===== src/rtl/rsfs_pkg.sv =====
// Constants and types of the resonant start and fault sequencer
package rsfs_pkg;

	// ==========================================
	// Clock and timing
	localparam int CLK_HZ = 50_000_000;
	localparam int CYC_PER_US = CLK_HZ / 1_000_000;
	localparam int CYC_PER_MS = CLK_HZ / 1_000;
	localparam int AVG_SHORT_MS = 2;
	localparam int AVG_SHORT_CYC = AVG_SHORT_MS * CYC_PER_MS;
	localparam int AVG_LONG_MS = 50;
	localparam int AVG_LONG_CYC = AVG_LONG_MS * CYC_PER_MS;
	localparam int LIGHT_LOAD_MS = 200;
	localparam int LIGHT_LOAD_CYC = LIGHT_LOAD_MS * CYC_PER_MS;
	localparam int WAKEUP_US = 150;
	localparam int WAKEUP_CYC = WAKEUP_US * CYC_PER_US;
	localparam int FAULT_PAUSE_S = 1;
	localparam int FAULT_PAUSE_CYC = FAULT_PAUSE_S * CLK_HZ;
	localparam int BOOT_CHARGE_US = 20;
	localparam int BOOT_CHARGE_CYC = BOOT_CHARGE_US * CYC_PER_US;
	localparam int XCAP_SILENCE_MS = 2800;
	localparam int XCAP_SILENCE_CYC = XCAP_SILENCE_MS * CYC_PER_MS;
	localparam int XCAP_HOLD_MS = 350;
	localparam int XCAP_HOLD_CYC = XCAP_HOLD_MS * CYC_PER_MS;
	localparam int CNT_W = 28;

	// ==========================================
	// Register map
	localparam int ADDR_W = 8;
	localparam logic [7:0] REG_CTRL = 8'h00;
	localparam logic [7:0] REG_STATUS = 8'h04;
	localparam logic [7:0] REG_FAULT = 8'h08;
	localparam int CTRL_EXT_BIAS = 0;
	localparam int CTRL_LATCH = 1;
	localparam int CTRL_RESTART = 2;
	localparam int CTRL_W = 2;
	localparam logic [1:0] CTRL_RESET = 2'h0;
	localparam int STAT_STATE_LSB = 0;
	localparam int STAT_STATE_W = 4;
	localparam int STAT_SS_DONE = 4;
	localparam int STAT_BURST = 5;
	localparam int STAT_XCAP = 6;
	localparam int F_OVP = 0;
	localparam int F_OTP = 1;
	localparam int F_PEAK = 2;
	localparam int F_AVG_SHORT = 3;
	localparam int F_AVG_LONG = 4;
	localparam int F_BLK_OV = 5;
	localparam int F_BLK_STOP = 6;
	localparam int F_UVLO = 7;
	localparam int F_LIGHT = 8;
	localparam int FAULT_W = 9;
	localparam logic [8:0] FAULT_RESET = 9'h000;

	// ==========================================
	// Synchronised flag positions
	localparam int IN_OVP = 0;
	localparam int IN_OTP = 1;
	localparam int IN_PEAK = 2;
	localparam int IN_AVG_SHORT = 3;
	localparam int IN_AVG_LONG = 4;
	localparam int IN_BLK_START = 5;
	localparam int IN_BLK_STOP = 6;
	localparam int IN_BLK_OV = 7;
	localparam int IN_UVLO = 8;
	localparam int IN_RESTART = 9;
	localparam int IN_SWITCH = 10;
	localparam int IN_ZERO_CROSS = 11;
	localparam int IN_FB_BELOW = 12;
	localparam int IN_TRIM = 13;
	localparam int IN_SS_CMP = 14;
	localparam int IN_ZCS = 15;
	localparam int IN_W = 16;

	typedef enum logic [3:0] {
		ST_STARTUP,
		ST_CHARGING,
		ST_SWITCH_OFF,
		ST_WAKEUP,
		ST_BOOT_CHARGE,
		ST_RUN,
		ST_LIGHT_LOAD,
		ST_FAULT,
		ST_LATCH
	} rsfs_state_t;

endpackage


===== src/rtl/rsfs_sequencer.sv =====
// Start-up, soft-start and fault sequencer of a resonant converter with APB registers
//
// Implementation choices: the APB interface to the registers and the register offsets.
`timescale 1ns/1ps
module rsfs_sequencer #(
	parameter int unsigned AVG_SHORT_CYCLES = rsfs_pkg::AVG_SHORT_CYC,
	parameter int unsigned AVG_LONG_CYCLES = rsfs_pkg::AVG_LONG_CYC,
	parameter int unsigned LIGHT_LOAD_CYCLES = rsfs_pkg::LIGHT_LOAD_CYC,
	parameter int unsigned WAKEUP_CYCLES = rsfs_pkg::WAKEUP_CYC,
	parameter int unsigned FAULT_PAUSE_CYCLES = rsfs_pkg::FAULT_PAUSE_CYC,
	parameter int unsigned BOOT_CHARGE_CYCLES = rsfs_pkg::BOOT_CHARGE_CYC,
	parameter int unsigned XCAP_SILENCE_CYCLES = rsfs_pkg::XCAP_SILENCE_CYC,
	parameter int unsigned XCAP_HOLD_CYCLES = rsfs_pkg::XCAP_HOLD_CYC
) (
	input wire logic i_core_clk,
	input wire logic i_rst,
	input wire logic i_psel,
	input wire logic i_penable,
	input wire logic i_pwrite,
	input wire logic [rsfs_pkg::ADDR_W-1:0] i_paddr,
	input wire logic [31:0] i_pwdata,
	output logic [31:0] o_prdata,
	output logic o_pready,
	output logic o_pslverr,
	input wire logic i_output_overvoltage_fault,
	input wire logic i_over_temperature_fault,
	input wire logic i_peak_current_fault,
	input wire logic i_avg_current_fault_short,
	input wire logic i_avg_current_fault_long,
	input wire logic i_bulk_above_start,
	input wire logic i_bulk_below_stop,
	input wire logic i_bulk_overvoltage_fault,
	input wire logic i_regulated_supply_undervoltage,
	input wire logic i_supply_below_restart,
	input wire logic i_supply_above_switch_threshold,
	input wire logic i_mains_zero_cross_seen,
	input wire logic i_feedback_below_burst_level,
	input wire logic i_trim_load_done,
	input wire logic i_feedback_copy_below_softstart,
	input wire logic i_zero_current_switching_region,
	output logic o_waveform_generator_enable,
	output logic o_regulated_supply_enable,
	output logic o_supply_clamp_enable,
	output logic o_soft_start_enable,
	output logic o_filter_cap_discharge,
	output logic o_startup_switch_on,
	output logic o_low_side_gate,
	output logic o_feedback_from_rail,
	output logic o_pin_burst_threshold_mode,
	output logic o_softstart_pin_pulldown,
	output logic o_burst_mode_enable,
	output logic o_external_bias_select
);
	localparam int W = rsfs_pkg::CNT_W;
	localparam logic [W-1:0] WAKE_LAST = W'(WAKEUP_CYCLES - 1);
	localparam logic [W-1:0] BOOT_LAST = W'(BOOT_CHARGE_CYCLES - 1);
	localparam logic [W-1:0] PAUSE_LAST = W'(FAULT_PAUSE_CYCLES - 1);
	localparam logic [W-1:0] XCAP_ON = W'(XCAP_SILENCE_CYCLES);
	localparam logic [W-1:0] XCAP_END = W'(XCAP_SILENCE_CYCLES + XCAP_HOLD_CYCLES);

	logic [rsfs_pkg::IN_W-1:0] raw, sync1, sync2;
	rsfs_pkg::rsfs_state_t state, next_state;
	logic [W-1:0] state_cnt, next_state_cnt, xcap_cnt, next_xcap_cnt;
	logic ss_done, next_ss_done;
	logic avg_short_exp, avg_long_exp, light_exp, light_level;
	logic bulk_ok, fault_any;
	logic [rsfs_pkg::FAULT_W-1:0] cause, fault, next_fault;
	logic [rsfs_pkg::CTRL_W-1:0] ctrl, next_ctrl;
	logic restart_req, next_restart_req;
	logic wr_en, next_pready, next_pslverr;
	logic [31:0] next_prdata;
	logic next_wg, next_rvcc, next_clamp, next_ss_en, next_xcap, next_fet, next_lo;
	logic next_pulldown, next_burst, run_like;

	// ==========================================
	// Input synchroniser
	assign raw = {i_zero_current_switching_region, i_feedback_copy_below_softstart,
		i_trim_load_done, i_feedback_below_burst_level, i_mains_zero_cross_seen,
		i_supply_above_switch_threshold, i_supply_below_restart,
		i_regulated_supply_undervoltage, i_bulk_overvoltage_fault, i_bulk_below_stop,
		i_bulk_above_start, i_avg_current_fault_long, i_avg_current_fault_short,
		i_peak_current_fault, i_over_temperature_fault, i_output_overvoltage_fault};

	always_ff @(posedge i_core_clk)
	begin
		if (i_rst)
		begin
			sync1 <= '0;
			sync2 <= '0;
		end
		else
		begin
			sync1 <= raw;
			sync2 <= sync1;
		end
	end

	// ==========================================
	// Fault qualification
	rsfs_qual_timer #(.CNT_W(W), .LIMIT(AVG_SHORT_CYCLES)) u_avg_short (
		.i_core_clk(i_core_clk),
		.i_rst(i_rst),
		.i_level(sync2[rsfs_pkg::IN_AVG_SHORT]),
		.o_expired(avg_short_exp)
	);
	rsfs_qual_timer #(.CNT_W(W), .LIMIT(AVG_LONG_CYCLES)) u_avg_long (
		.i_core_clk(i_core_clk),
		.i_rst(i_rst),
		.i_level(sync2[rsfs_pkg::IN_AVG_LONG]),
		.o_expired(avg_long_exp)
	);
	assign light_level = (state == rsfs_pkg::ST_LIGHT_LOAD) && sync2[rsfs_pkg::IN_FB_BELOW];
	rsfs_qual_timer #(.CNT_W(W), .LIMIT(LIGHT_LOAD_CYCLES)) u_light (
		.i_core_clk(i_core_clk),
		.i_rst(i_rst),
		.i_level(light_level),
		.o_expired(light_exp)
	);

	always_comb
	begin
		cause = '0;
		cause[rsfs_pkg::F_OVP] = sync2[rsfs_pkg::IN_OVP];
		cause[rsfs_pkg::F_OTP] = sync2[rsfs_pkg::IN_OTP];
		cause[rsfs_pkg::F_PEAK] = sync2[rsfs_pkg::IN_PEAK];
		cause[rsfs_pkg::F_AVG_SHORT] = avg_short_exp;
		cause[rsfs_pkg::F_AVG_LONG] = avg_long_exp;
		cause[rsfs_pkg::F_BLK_OV] = sync2[rsfs_pkg::IN_BLK_OV];
		cause[rsfs_pkg::F_BLK_STOP] = sync2[rsfs_pkg::IN_BLK_STOP];
		cause[rsfs_pkg::F_UVLO] = sync2[rsfs_pkg::IN_UVLO];
		cause[rsfs_pkg::F_LIGHT] = light_exp;
	end
	assign fault_any = |cause;
	assign bulk_ok = sync2[rsfs_pkg::IN_BLK_START] && !sync2[rsfs_pkg::IN_BLK_STOP]
		&& !sync2[rsfs_pkg::IN_BLK_OV] && !sync2[rsfs_pkg::IN_UVLO];

	// ==========================================
	// State machine and outputs
	always_comb
	begin
		next_state = state;
		case (state)
			rsfs_pkg::ST_STARTUP:
				if (sync2[rsfs_pkg::IN_TRIM])
					next_state = rsfs_pkg::ST_CHARGING;
			rsfs_pkg::ST_CHARGING:
				if (sync2[rsfs_pkg::IN_SWITCH] && !sync2[rsfs_pkg::IN_RESTART])
					next_state = rsfs_pkg::ST_SWITCH_OFF;
			rsfs_pkg::ST_SWITCH_OFF:
				if (sync2[rsfs_pkg::IN_OTP] || sync2[rsfs_pkg::IN_BLK_OV])
					next_state = rsfs_pkg::ST_FAULT;
				else if (sync2[rsfs_pkg::IN_RESTART])
					next_state = rsfs_pkg::ST_CHARGING;
				else if (bulk_ok)
					next_state = rsfs_pkg::ST_WAKEUP;
			rsfs_pkg::ST_WAKEUP, rsfs_pkg::ST_BOOT_CHARGE:
				if (sync2[rsfs_pkg::IN_OTP] || sync2[rsfs_pkg::IN_BLK_OV])
					next_state = rsfs_pkg::ST_FAULT;
				else if (sync2[rsfs_pkg::IN_RESTART])
					next_state = rsfs_pkg::ST_CHARGING;
				else if (state == rsfs_pkg::ST_WAKEUP)
				begin
					// Waits out the wake-up time, then needs bulk still good
					if (state_cnt >= WAKE_LAST && bulk_ok
						&& !sync2[rsfs_pkg::IN_FB_BELOW])
						next_state = rsfs_pkg::ST_BOOT_CHARGE;
				end
				else if (state_cnt == BOOT_LAST)
					next_state = rsfs_pkg::ST_RUN;
			rsfs_pkg::ST_RUN, rsfs_pkg::ST_LIGHT_LOAD:
				if (fault_any)
					next_state = rsfs_pkg::ST_FAULT;
				else if (sync2[rsfs_pkg::IN_RESTART])
					next_state = rsfs_pkg::ST_CHARGING;
				else if (state == rsfs_pkg::ST_RUN)
				begin
					// Burst decisions only make sense once soft start has released control
					if (ss_done && sync2[rsfs_pkg::IN_FB_BELOW])
						next_state = rsfs_pkg::ST_LIGHT_LOAD;
				end
				else if (!sync2[rsfs_pkg::IN_FB_BELOW])
					next_state = rsfs_pkg::ST_RUN;
			rsfs_pkg::ST_FAULT:
				if (ctrl[rsfs_pkg::CTRL_LATCH])
					next_state = rsfs_pkg::ST_LATCH;
				else if (state_cnt == PAUSE_LAST)
					next_state = rsfs_pkg::ST_CHARGING;
			rsfs_pkg::ST_LATCH:
				if (restart_req)
					next_state = rsfs_pkg::ST_CHARGING;
			default:
				next_state = rsfs_pkg::ST_FAULT;
		endcase

		next_state_cnt = (next_state != state) ? '0 :
			(state_cnt == {W{1'b1}}) ? state_cnt : state_cnt + 1'b1;

		run_like = (next_state == rsfs_pkg::ST_RUN) || (next_state == rsfs_pkg::ST_LIGHT_LOAD);
		next_ss_done = ss_done;
		if (!run_like)
			next_ss_done = 1'b0;
		else if (state == rsfs_pkg::ST_RUN && sync2[rsfs_pkg::IN_SS_CMP])
			next_ss_done = 1'b1;

		next_wg = run_like;
		next_ss_en = run_like;
		next_rvcc = run_like || next_state == rsfs_pkg::ST_SWITCH_OFF
			|| next_state == rsfs_pkg::ST_WAKEUP || next_state == rsfs_pkg::ST_BOOT_CHARGE;
		next_clamp = next_state == rsfs_pkg::ST_STARTUP;
		next_fet = next_state == rsfs_pkg::ST_STARTUP
			|| next_state == rsfs_pkg::ST_CHARGING;
		next_lo = next_state == rsfs_pkg::ST_BOOT_CHARGE;
		next_pulldown = run_like && sync2[rsfs_pkg::IN_ZCS];
		next_burst = next_state == rsfs_pkg::ST_LIGHT_LOAD;

		// Discharge runs off mains silence alone, whatever the sequencer state
		next_xcap_cnt = sync2[rsfs_pkg::IN_ZERO_CROSS] ? '0 :
			(xcap_cnt == XCAP_END) ? xcap_cnt : xcap_cnt + 1'b1;
		next_xcap = next_xcap_cnt >= XCAP_ON && next_xcap_cnt < XCAP_END;
	end

	always_ff @(posedge i_core_clk)
	begin
		if (i_rst)
		begin
			state <= rsfs_pkg::ST_STARTUP;
			state_cnt <= '0;
			xcap_cnt <= '0;
			ss_done <= 1'b0;
			o_waveform_generator_enable <= 1'b0;
			o_regulated_supply_enable <= 1'b0;
			o_supply_clamp_enable <= 1'b1;
			o_soft_start_enable <= 1'b0;
			o_filter_cap_discharge <= 1'b0;
			o_startup_switch_on <= 1'b1;
			o_low_side_gate <= 1'b0;
			o_feedback_from_rail <= 1'b0;
			o_pin_burst_threshold_mode <= 1'b0;
			o_softstart_pin_pulldown <= 1'b0;
			o_burst_mode_enable <= 1'b0;
		end
		else
		begin
			state <= next_state;
			state_cnt <= next_state_cnt;
			xcap_cnt <= next_xcap_cnt;
			ss_done <= next_ss_done;
			o_waveform_generator_enable <= next_wg;
			o_regulated_supply_enable <= next_rvcc;
			o_supply_clamp_enable <= next_clamp;
			o_soft_start_enable <= next_ss_en;
			o_filter_cap_discharge <= next_xcap;
			o_startup_switch_on <= next_fet;
			o_low_side_gate <= next_lo;
			o_feedback_from_rail <= next_ss_done;
			o_pin_burst_threshold_mode <= next_ss_done;
			o_softstart_pin_pulldown <= next_pulldown;
			o_burst_mode_enable <= next_burst;
		end
	end

	// ==========================================
	// APB slave, zero wait states: pready rises in the access cycle
	assign wr_en = i_psel && i_penable && o_pready && i_pwrite;

	always_comb
	begin
		next_pready = i_psel && !i_penable;
		next_pslverr = 1'b0;
		next_prdata = '0;
		case (i_paddr)
			rsfs_pkg::REG_CTRL:
				next_prdata[rsfs_pkg::CTRL_W-1:0] = ctrl;
			rsfs_pkg::REG_STATUS:
			begin
				next_prdata[rsfs_pkg::STAT_STATE_LSB +: rsfs_pkg::STAT_STATE_W] = state;
				next_prdata[rsfs_pkg::STAT_SS_DONE] = ss_done;
				next_prdata[rsfs_pkg::STAT_BURST] = o_burst_mode_enable;
				next_prdata[rsfs_pkg::STAT_XCAP] = o_filter_cap_discharge;
			end
			rsfs_pkg::REG_FAULT:
				next_prdata[rsfs_pkg::FAULT_W-1:0] = fault;
			default:
				next_pslverr = i_psel && !i_penable;
		endcase
		next_ctrl = ctrl;
		next_restart_req = 1'b0;
		next_fault = fault;
		if (wr_en && i_paddr == rsfs_pkg::REG_CTRL)
		begin
			next_ctrl = i_pwdata[rsfs_pkg::CTRL_W-1:0];
			next_restart_req = i_pwdata[rsfs_pkg::CTRL_RESTART];
		end
		if (wr_en && i_paddr == rsfs_pkg::REG_FAULT)
			next_fault = fault & ~i_pwdata[rsfs_pkg::FAULT_W-1:0];
		// A cause seen on the way into the fault state beats a clear in the same cycle
		if (next_state == rsfs_pkg::ST_FAULT && state != rsfs_pkg::ST_FAULT)
			next_fault = next_fault | cause;
	end

	always_ff @(posedge i_core_clk)
	begin
		if (i_rst)
		begin
			o_prdata <= '0;
			o_pready <= 1'b0;
			o_pslverr <= 1'b0;
			ctrl <= rsfs_pkg::CTRL_RESET;
			restart_req <= 1'b0;
			fault <= rsfs_pkg::FAULT_RESET;
			o_external_bias_select <= 1'b0;
		end
		else
		begin
			o_prdata <= next_prdata;
			o_pready <= next_pready;
			o_pslverr <= next_pslverr;
			ctrl <= next_ctrl;
			restart_req <= next_restart_req;
			fault <= next_fault;
			o_external_bias_select <= next_ctrl[rsfs_pkg::CTRL_EXT_BIAS];
		end
	end
endmodule


===== src/rtl/rsfs_qual_timer.sv =====
// Qualification timer: flags a level that has stayed high for a set time
`timescale 1ns/1ps
module rsfs_qual_timer #(
	parameter int CNT_W = 28,
	parameter int unsigned LIMIT = 100000
) (
	input wire logic i_core_clk,
	input wire logic i_rst,
	input wire logic i_level,
	output logic o_expired
);
	localparam logic [CNT_W-1:0] LAST = CNT_W'(LIMIT - 1);

	logic [CNT_W-1:0] cnt;
	logic [CNT_W-1:0] next_cnt;
	logic next_expired;

	// ==========================================
	// Counter
	// Any drop of the level restarts the qualification from zero
	always_comb
	begin
		next_cnt = cnt;
		if (!i_level)
			next_cnt = '0;
		else if (cnt != LAST)
			next_cnt = cnt + 1'b1;
		next_expired = i_level && (cnt == LAST);
	end

	always_ff @(posedge i_core_clk)
	begin
		if (i_rst)
		begin
			cnt <= '0;
			o_expired <= 1'b0;
		end
		else
		begin
			cnt <= next_cnt;
			o_expired <= next_expired;
		end
	end
endmodule


===== config.mk =====
export PLATFORM = sky130hd
export DESIGN_NAME = rsfs_sequencer
export DESIGN_NICKNAME = d
export VERILOG_FILES = /design/src/rtl/rsfs_pkg.sv /design/src/rtl/rsfs_sequencer.sv /design/src/rtl/rsfs_qual_timer.sv
export SDC_FILE = /design/constraint.sdc
export NUM_CORES = 1
export LEC_CHECK = 0
export BUFFER_PORTS_ARGS = -buffer_cell sky130_fd_sc_hd__buf_4
export CAP_MARGIN = 0
export CORE_MARGIN = 3
export CORE_UTILIZATION = 28
export CTS_CLUSTER_SIZE = 14
export DETAILED_ROUTE_END_ITERATION = 12
export GPL_TIMING_DRIVEN = 0
export PLACE_DENSITY = 0.56
export SYNTH_ARGS = -nofsm -noshare
export SYNTH_HDL_FRONTEND = slang
export SYNTH_SLANG_ARGS = --single-unit

===== constraint.sdc =====
create_clock -name i_core_clk -period 2.45 [get_ports i_core_clk]
set_input_delay 0.245 -clock i_core_clk [delete_from_list [all_inputs] [get_ports i_core_clk]]
set_output_delay 0.245 -clock i_core_clk [all_outputs]
set_load 0.02 [all_outputs]

==> results of run 1 <==
==> cell families after synthesis <==
kind of cell	synth area share
AOI/OAI and AO/OA	0.08395
xor gates and xnor gates	0.09972
other	0.0003812
buffers and inverters	0.05164
and+or+nand+nor	0.3124
muxes	0.01488
adders and majority gates	0.007631
DFF	0.4294
==> metrics by stage <==
step	setup TNS, ns	instance area, um^2	hold slack [ns]	total power (W)
6_report	-5.825	12470	0.02904	0.007610
5_1_grt	-8.734	12470	0.01783	0.007909
4_1_cts	-5.224	12260	0.009875	0.007705
3_5_place_dp	-14.30	10960	0.4223	0.003971
3_3_place_gp	-18.12	10950	0.4179	0.003968
2_1_floorplan	-1.592	9937	0.3295	0.003833
==> area by class of cell <==
class | count | area, um^2
buffer | 70 | 441.7
clock buffer | 34 | 689.4
clock inverter | 10 | 103.9
fill | 3582 | 22080
inverter | 25 | 93.84
multi-input combinational | 838 | 5518
sequential | 211 | 4232
tap | 455 | 569.3
timing repair buffer | 99 | 818.3
==> sequential cells by signal (all words and copies together) (netlist names), 2 cells and up <==
name,count
sync2,16
ctrl,2
state,4
xcap_cnt,28
u_light.cnt,28
fault,9
state_cnt,28
u_avg_long.cnt,28
u_avg_short.cnt,28
o_prdata,9
sync1,16
==> per-layer routing <==
layer | part of all wire | GRT usage | wire length (um)
met1 | 0.48 | 0.1812 | 12140
met2 | 0.45 | 0.2080 | 11290
met3 | 0.046 | 0.01550 | 1151
met4 | 0.020 | 0.03804 | 498
met5 | 0 | 0 | 0
==> cells in the mapped netlist (6+ instances only) <==
| cell | count |
|---|---|
| dfxtp_1 | 211 |
| nor2_1 | 147 |
| nand2_1 | 85 |
| xor2_1 | 72 |
| nand3_1 | 58 |
| xnor2_1 | 40 |
| nor2b_1 | 38 |
| clkbuf_1 | 37 |
| nand4_1 | 37 |
| nor3_1 | 33 |
| nor4_1 | 32 |
| buf_4 | 26 |
| o21ai_0 | 26 |
| inv_1 | 25 |
| or3_1 | 23 |
| a21oi_1 | 19 |
| nor3_2 | 19 |
| and3_1 | 17 |
| and4_1 | 13 |
| mux2i_1 | 12 |
| a32o_1 | 9 |
| and2_1 | 8 |
| nor3b_1 | 8 |
| nor4b_1 | 8 |
| or2_2 | 8 |
| a211oi_1 | 6 |
| a21o_1 | 6 |
| a22o_1 | 6 |
| ha_1 | 6 |
| nand2b_1 | 6 |
| o31ai_1 | 6 |
| or4_1 | 6 |
==> worst max path at each step <==
stage / start / endpoint / slack, ns / depth (start not counted)
floorplan: state_cnt[24] / state_cnt[13] / -0.08 / 8
global placement: u_avg_short.cnt[0] / u_avg_short.cnt[27] / -0.68 / 8
detailed placement: xcap_cnt[6] / o_filter_cap_discharge / -0.52 / 8
CTS: state_cnt[18] / state_cnt[17] / -0.19 / 8
global route: xcap_cnt[0] / o_filter_cap_discharge / -0.28 / 9
finish: state_cnt[18] / state_cnt[23] / -0.20 / 8
==> power breakdown <==
group / leakage (nW) / switching (W) / internal (W)
clock network: 0.397 / 0.00143 / 0.00217
logic: 2.24 / 0.000279 / 0.000228
registers: 1.71 / 0.0000254 / 0.00347
==> critical path, stage by stage (launching register included) <==
cell     delay, ns
dfxtp_2       0.33
or4_4         0.54
or2_4         0.26
o31a_1        0.28
o311a_1       0.31
buf_6         0.13
mux2_4        0.39
buf_12        0.18
nor3_2        0.14
==> what timing repair did <==
item | in CTS | in global routing
gates cloned | 2 | 0
hold endpoints to repair | 19 | 0
pin swaps | 3 | 10
buffers inserted | 14 | 5
hold buffers | 19 | 0
setup endpoints to repair | 63 | 68
gates resized for setup | 42 | 38
==> results.toml, run 1 <==
[yosys]
yosys.area.top_type_share = 0.4294
avgSynthCellArea_um2 = 8.744
yosys_most_used_dff = "dfxtp_1"
syn-instance-count = 1125
synth.area.top_cells = "dfxtp_1 (43%), xor2_1 (6.4%), nor2_1 (5.6%)"
yosysUniqueCellTypes = 75
ys_ff_latch = 211
ys_seq_area_frac = 0.4294
synth-async-reset-ratio = 0
yosysWarningCount = 0
synth-edff-count = 0
syn_area_um2 = 9837
synth_area_leader_cell = "dfxtp_1"

[cells_and_area]
nNetsFinal = 1337
utilization = 0.3609
drive_gt1_frac = 0.1904
final_common_cell = "dfxtp_1"
area_growth_pct = 26.72
diodes = 0
instances_no_fill = 1742
layout_common_cells = "dfxtp_1 (207), nor2_1 (145), buf_4 (107), nand2_1 (85), xor2_1 (72)"

[timing]
slew_viol_final = 0
finalCritPeriodShare = 1.080
period_needed_ns = 2.646
slew_headroom = 0.4975
fin_skew_ns = 0.01458
fin_ws_ns = -0.1956
finalSetupViolCount = 38
tightest_slew_ns = 0.7510
hold_viol_final = 0
fmax_mhz = 378.0
rsz0062_at_grt = "yes"

[placement]
place_hpwl_mm = 17.63
io_buffers = 59
pre_cts_ws_ns = -0.5151
place_congestion = 0.8657
place_inst = 1662

[routing]
drtIter0Drc = 525
routed_wl_mm = 25.09
vias = 8351
detail_route.wl_per_cell_um = 14.40
ant_nets = 0
detail_route.vias_per_cell = 4.794
route.detailed.drc = 0
dr.pass1.iters = 5

[power]
p_leak_nw = 4.342
p_per_area_nw_per_um2 = 610.5
vdd.ir_drop.worst_v = 0.0003864

[die]
die_area_um2 = 37420
fp.coreArea_um2 = 34540
num_rows = 68
die_h_um = 193.4
start_util = 0.2848
ioPinCount = 107
die_x_um = 193.4

[global_route]
grt_pass1_wl_mm = 41.21
overflow = 0
grt_max_degree = 13
grt_usage = 0.1288
antenna_found_initial = 0
grt_pass1_vias = 8063

[setup_path]
cp.arrival_ns = 3.09
worst-r2r-cell-count = 8
cp_max_fo = 10
r2r-start = "state_cnt[18]"
required_ns = 2.89
setup.worst_path.end_class = "flop"
worstReg2RegEnd = "state_cnt[23]"
worst_setup_path_start_kind = "flop"
rrSetupSlack_ns = -0.20
crit_type = "flop to flop"

[clock_tree]
htreeDepth = 1
clockBufferDepth = 3
cts.sink_count = 211
clockRootBuffer = "clkbuf_16"
tritoncts = "yes"
path_clk_slew_ns = 0.06
cts_buffers = 25
clk_latency_ns = 0.52

[status]
violations = "negative setup slack"
status = "finished with violations"

[worst_hold_path]
min-delay-start = "i_bulk_below_stop"
min_delay_path_depth = 2
min_path_type = "primary input to flop"
hold_end = "sync1[6]"

[job]
drv_cap = 0
Power figures use the tool's default switching activity.
==> inputs of run 2 (changes only) <==
--- a/config.mk
+++ b/config.mk
@@ -5,14 +5,14 @@
 export SDC_FILE = /design/constraint.sdc
 export NUM_CORES = 1
 export LEC_CHECK = 0
-export BUFFER_PORTS_ARGS = -buffer_cell sky130_fd_sc_hd__buf_4
 export CAP_MARGIN = 0
 export CORE_MARGIN = 3
-export CORE_UTILIZATION = 28
+export CORE_UTILIZATION = 55
 export CTS_CLUSTER_SIZE = 14
 export DETAILED_ROUTE_END_ITERATION = 12
+export DONT_BUFFER_PORTS = 1
 export GPL_TIMING_DRIVEN = 0
-export PLACE_DENSITY = 0.56
+export PLACE_DENSITY = 0.83
 export SYNTH_ARGS = -nofsm -noshare
 export SYNTH_HDL_FRONTEND = slang
 export SYNTH_SLANG_ARGS = --single-unit
==> results.toml, run 2 (synthesis results as in run 1) <==
[timing]
rsz0062_at_grt = "yes"
fmax_mhz = 362.5
holdWs_ns = 0.008542
fin_ws_ns = -0.3089
slew_headroom = 0.5191
finalCritPeriodShare = 1.126
period_needed_ns = 2.759
fin_skew_ns = 0.009102
finalSetupViolCount = 40
slew_viol_final = 0
tightest_slew_ns = 0.7188
hold_viol_final = 0

[cells_and_area]
instances_no_fill = 1467
nFillCells = 1259
area_growth_pct = 23.09
final_common_cell = "dfxtp_1"
layout_common_cells = "dfxtp_1 (195), nor2_1 (143), nand2_1 (84), xor2_1 (72), nand3_1 (58)"
drive_gt1_frac = 0.1773
multi_input_area_um2 = 5705
final_area_um2 = 12110
seqCellArea_um2 = 4247
nNetsFinal = 1293

[power]
p_per_area_nw_per_um2 = 616.5
vdd.ir_drop.worst_v = 0.0005332
p_leak_nw = 4.153

[die]
die_h_um = 139.7
ioPinCount = 107
num_rows = 48
die_x_um = 139.7
start_util = 0.5648
die_area_um2 = 19530
fp.coreArea_um2 = 17420

[status]
violations = "negative setup slack"
status = "finished with violations"

[setup_path]
setup.worst_path.end_class = "flop"
cp_max_fo = 8
worst_setup_path_start_kind = "flop"
required_ns = 2.89
crit_type = "flop to flop"
cp.arrival_ns = 3.19

[routing]
detail_route.wl_per_cell_um = 17.01
ant_nets = 0
route.detailed.drc = 0
drtIter0Drc = 896
detail_route.vias_per_cell = 5.915
dr.pass1.iters = 6
vias = 8677
routed_wl_mm = 24.96

[clock_tree]
clockBufferDepth = 3
cts.sink_count = 211
path_clk_slew_ns = 0.06
clk_latency_ns = 0.51
tritoncts = "yes"
clockRootBuffer = "clkbuf_16"
htreeDepth = 1
cts_buffers = 22

[global_route]
grt_usage = 0.2297
overflow = 0
grt_pass1_wl_mm = 38.43
antenna_found_initial = 1
grt_max_degree = 15
grt_pass1_vias = 7937

[placement]
postPlaceCellArea_um2 = 10220
place_inst = 1372
place_congestion = 0.9340
io_buffers = 0
place_hpwl_mm = 15.79

[job]
drv_cap = 0

[worst_hold_path]
min_path_type = "primary input to flop"
[run 2: changes by cell type in the layout (fill, tap and decap cells not counted), moves of 4 or more]
cell	change
buf_4	-57
nor3_4	+8
clkinv_2	-4
dlygate4sd3_1	+8
dfxtp_1	-12
nor3_2	-9
dfxtp_2	+12
buf_6	+8
[run 2: layer usage]
layer,part of all wire,up-vias,global-route usage
li1,-,4134,-
met1,0.41,4078,0.3066
met2,0.46,387,0.3629
met3,0.085,78,0.05945
met4,0.037,0,0.07955
met5,0,-,0
[run 2: worst max-delay path, stage by stage (launching register included)]
cell       delay [ns]
dfxtp_1          0.51
and3b_1          0.23
o21ai_0          0.37
o221ai_1         0.16
nor4_1           0.30
o311a_1          0.23
buf_6            0.13
mux2_4           0.39
clkbuf_16        0.20
nor3_4           0.15
[run 2: through the flow]
step	setup TNS (ns)	setup WS, ns	total power, W	utilization
CTS	-4.973	-0.2057	0.007394	0.6631
floorplan	-1.592	-0.08044	0.003833	-
finish	-7.708	-0.3089	0.007465	0.6952
global route	-11.55	-0.3585	0.007696	0.6952
global placement	-12.74	-0.4230	0.003890	0.5867
detailed placement	-12.41	-0.4192	0.003897	0.5871
[run 2: power by group]
part / internal (W) / switching (W) / leakage [nW]
registers: 0.00347 / 0.0000336 / 1.72
logic: 0.000222 / 0.000283 / 2.07
clock network: 0.00210 / 0.00136 / 0.367
[run 2: area by class of cell]
class	count	area share
inverter	25	0.007750
multi-input combinational	839	0.4712
antenna	1	0.0002067
timing repair buffer	59	0.04754
tap	225	0.02325
clock inverter	8	0.01064
clock buffer	31	0.05157
buffer	68	0.03710
sequential	211	0.3507
[run 2: final timing paths]
kind,end,depth (start not counted),start,slack [ns]
worst min register to register,sync2[3],1,sync1[3],0.43
worst min-delay path,restart_req,2,i_paddr[2],0.009
worst max register to register,state_cnt[3],9,state[2],-0.31
worst max-delay path,state_cnt[3],9,state[2],-0.31
[run 2: repair_timing]
action	4_1_cts	5_1_grt
hold buffers	27	0
setup buffers	15	17
pin swaps	8	22
gates resized for setup	50	90
setup endpoints to repair	65	60
cloned	1	3
hold endpoints to repair	29	0
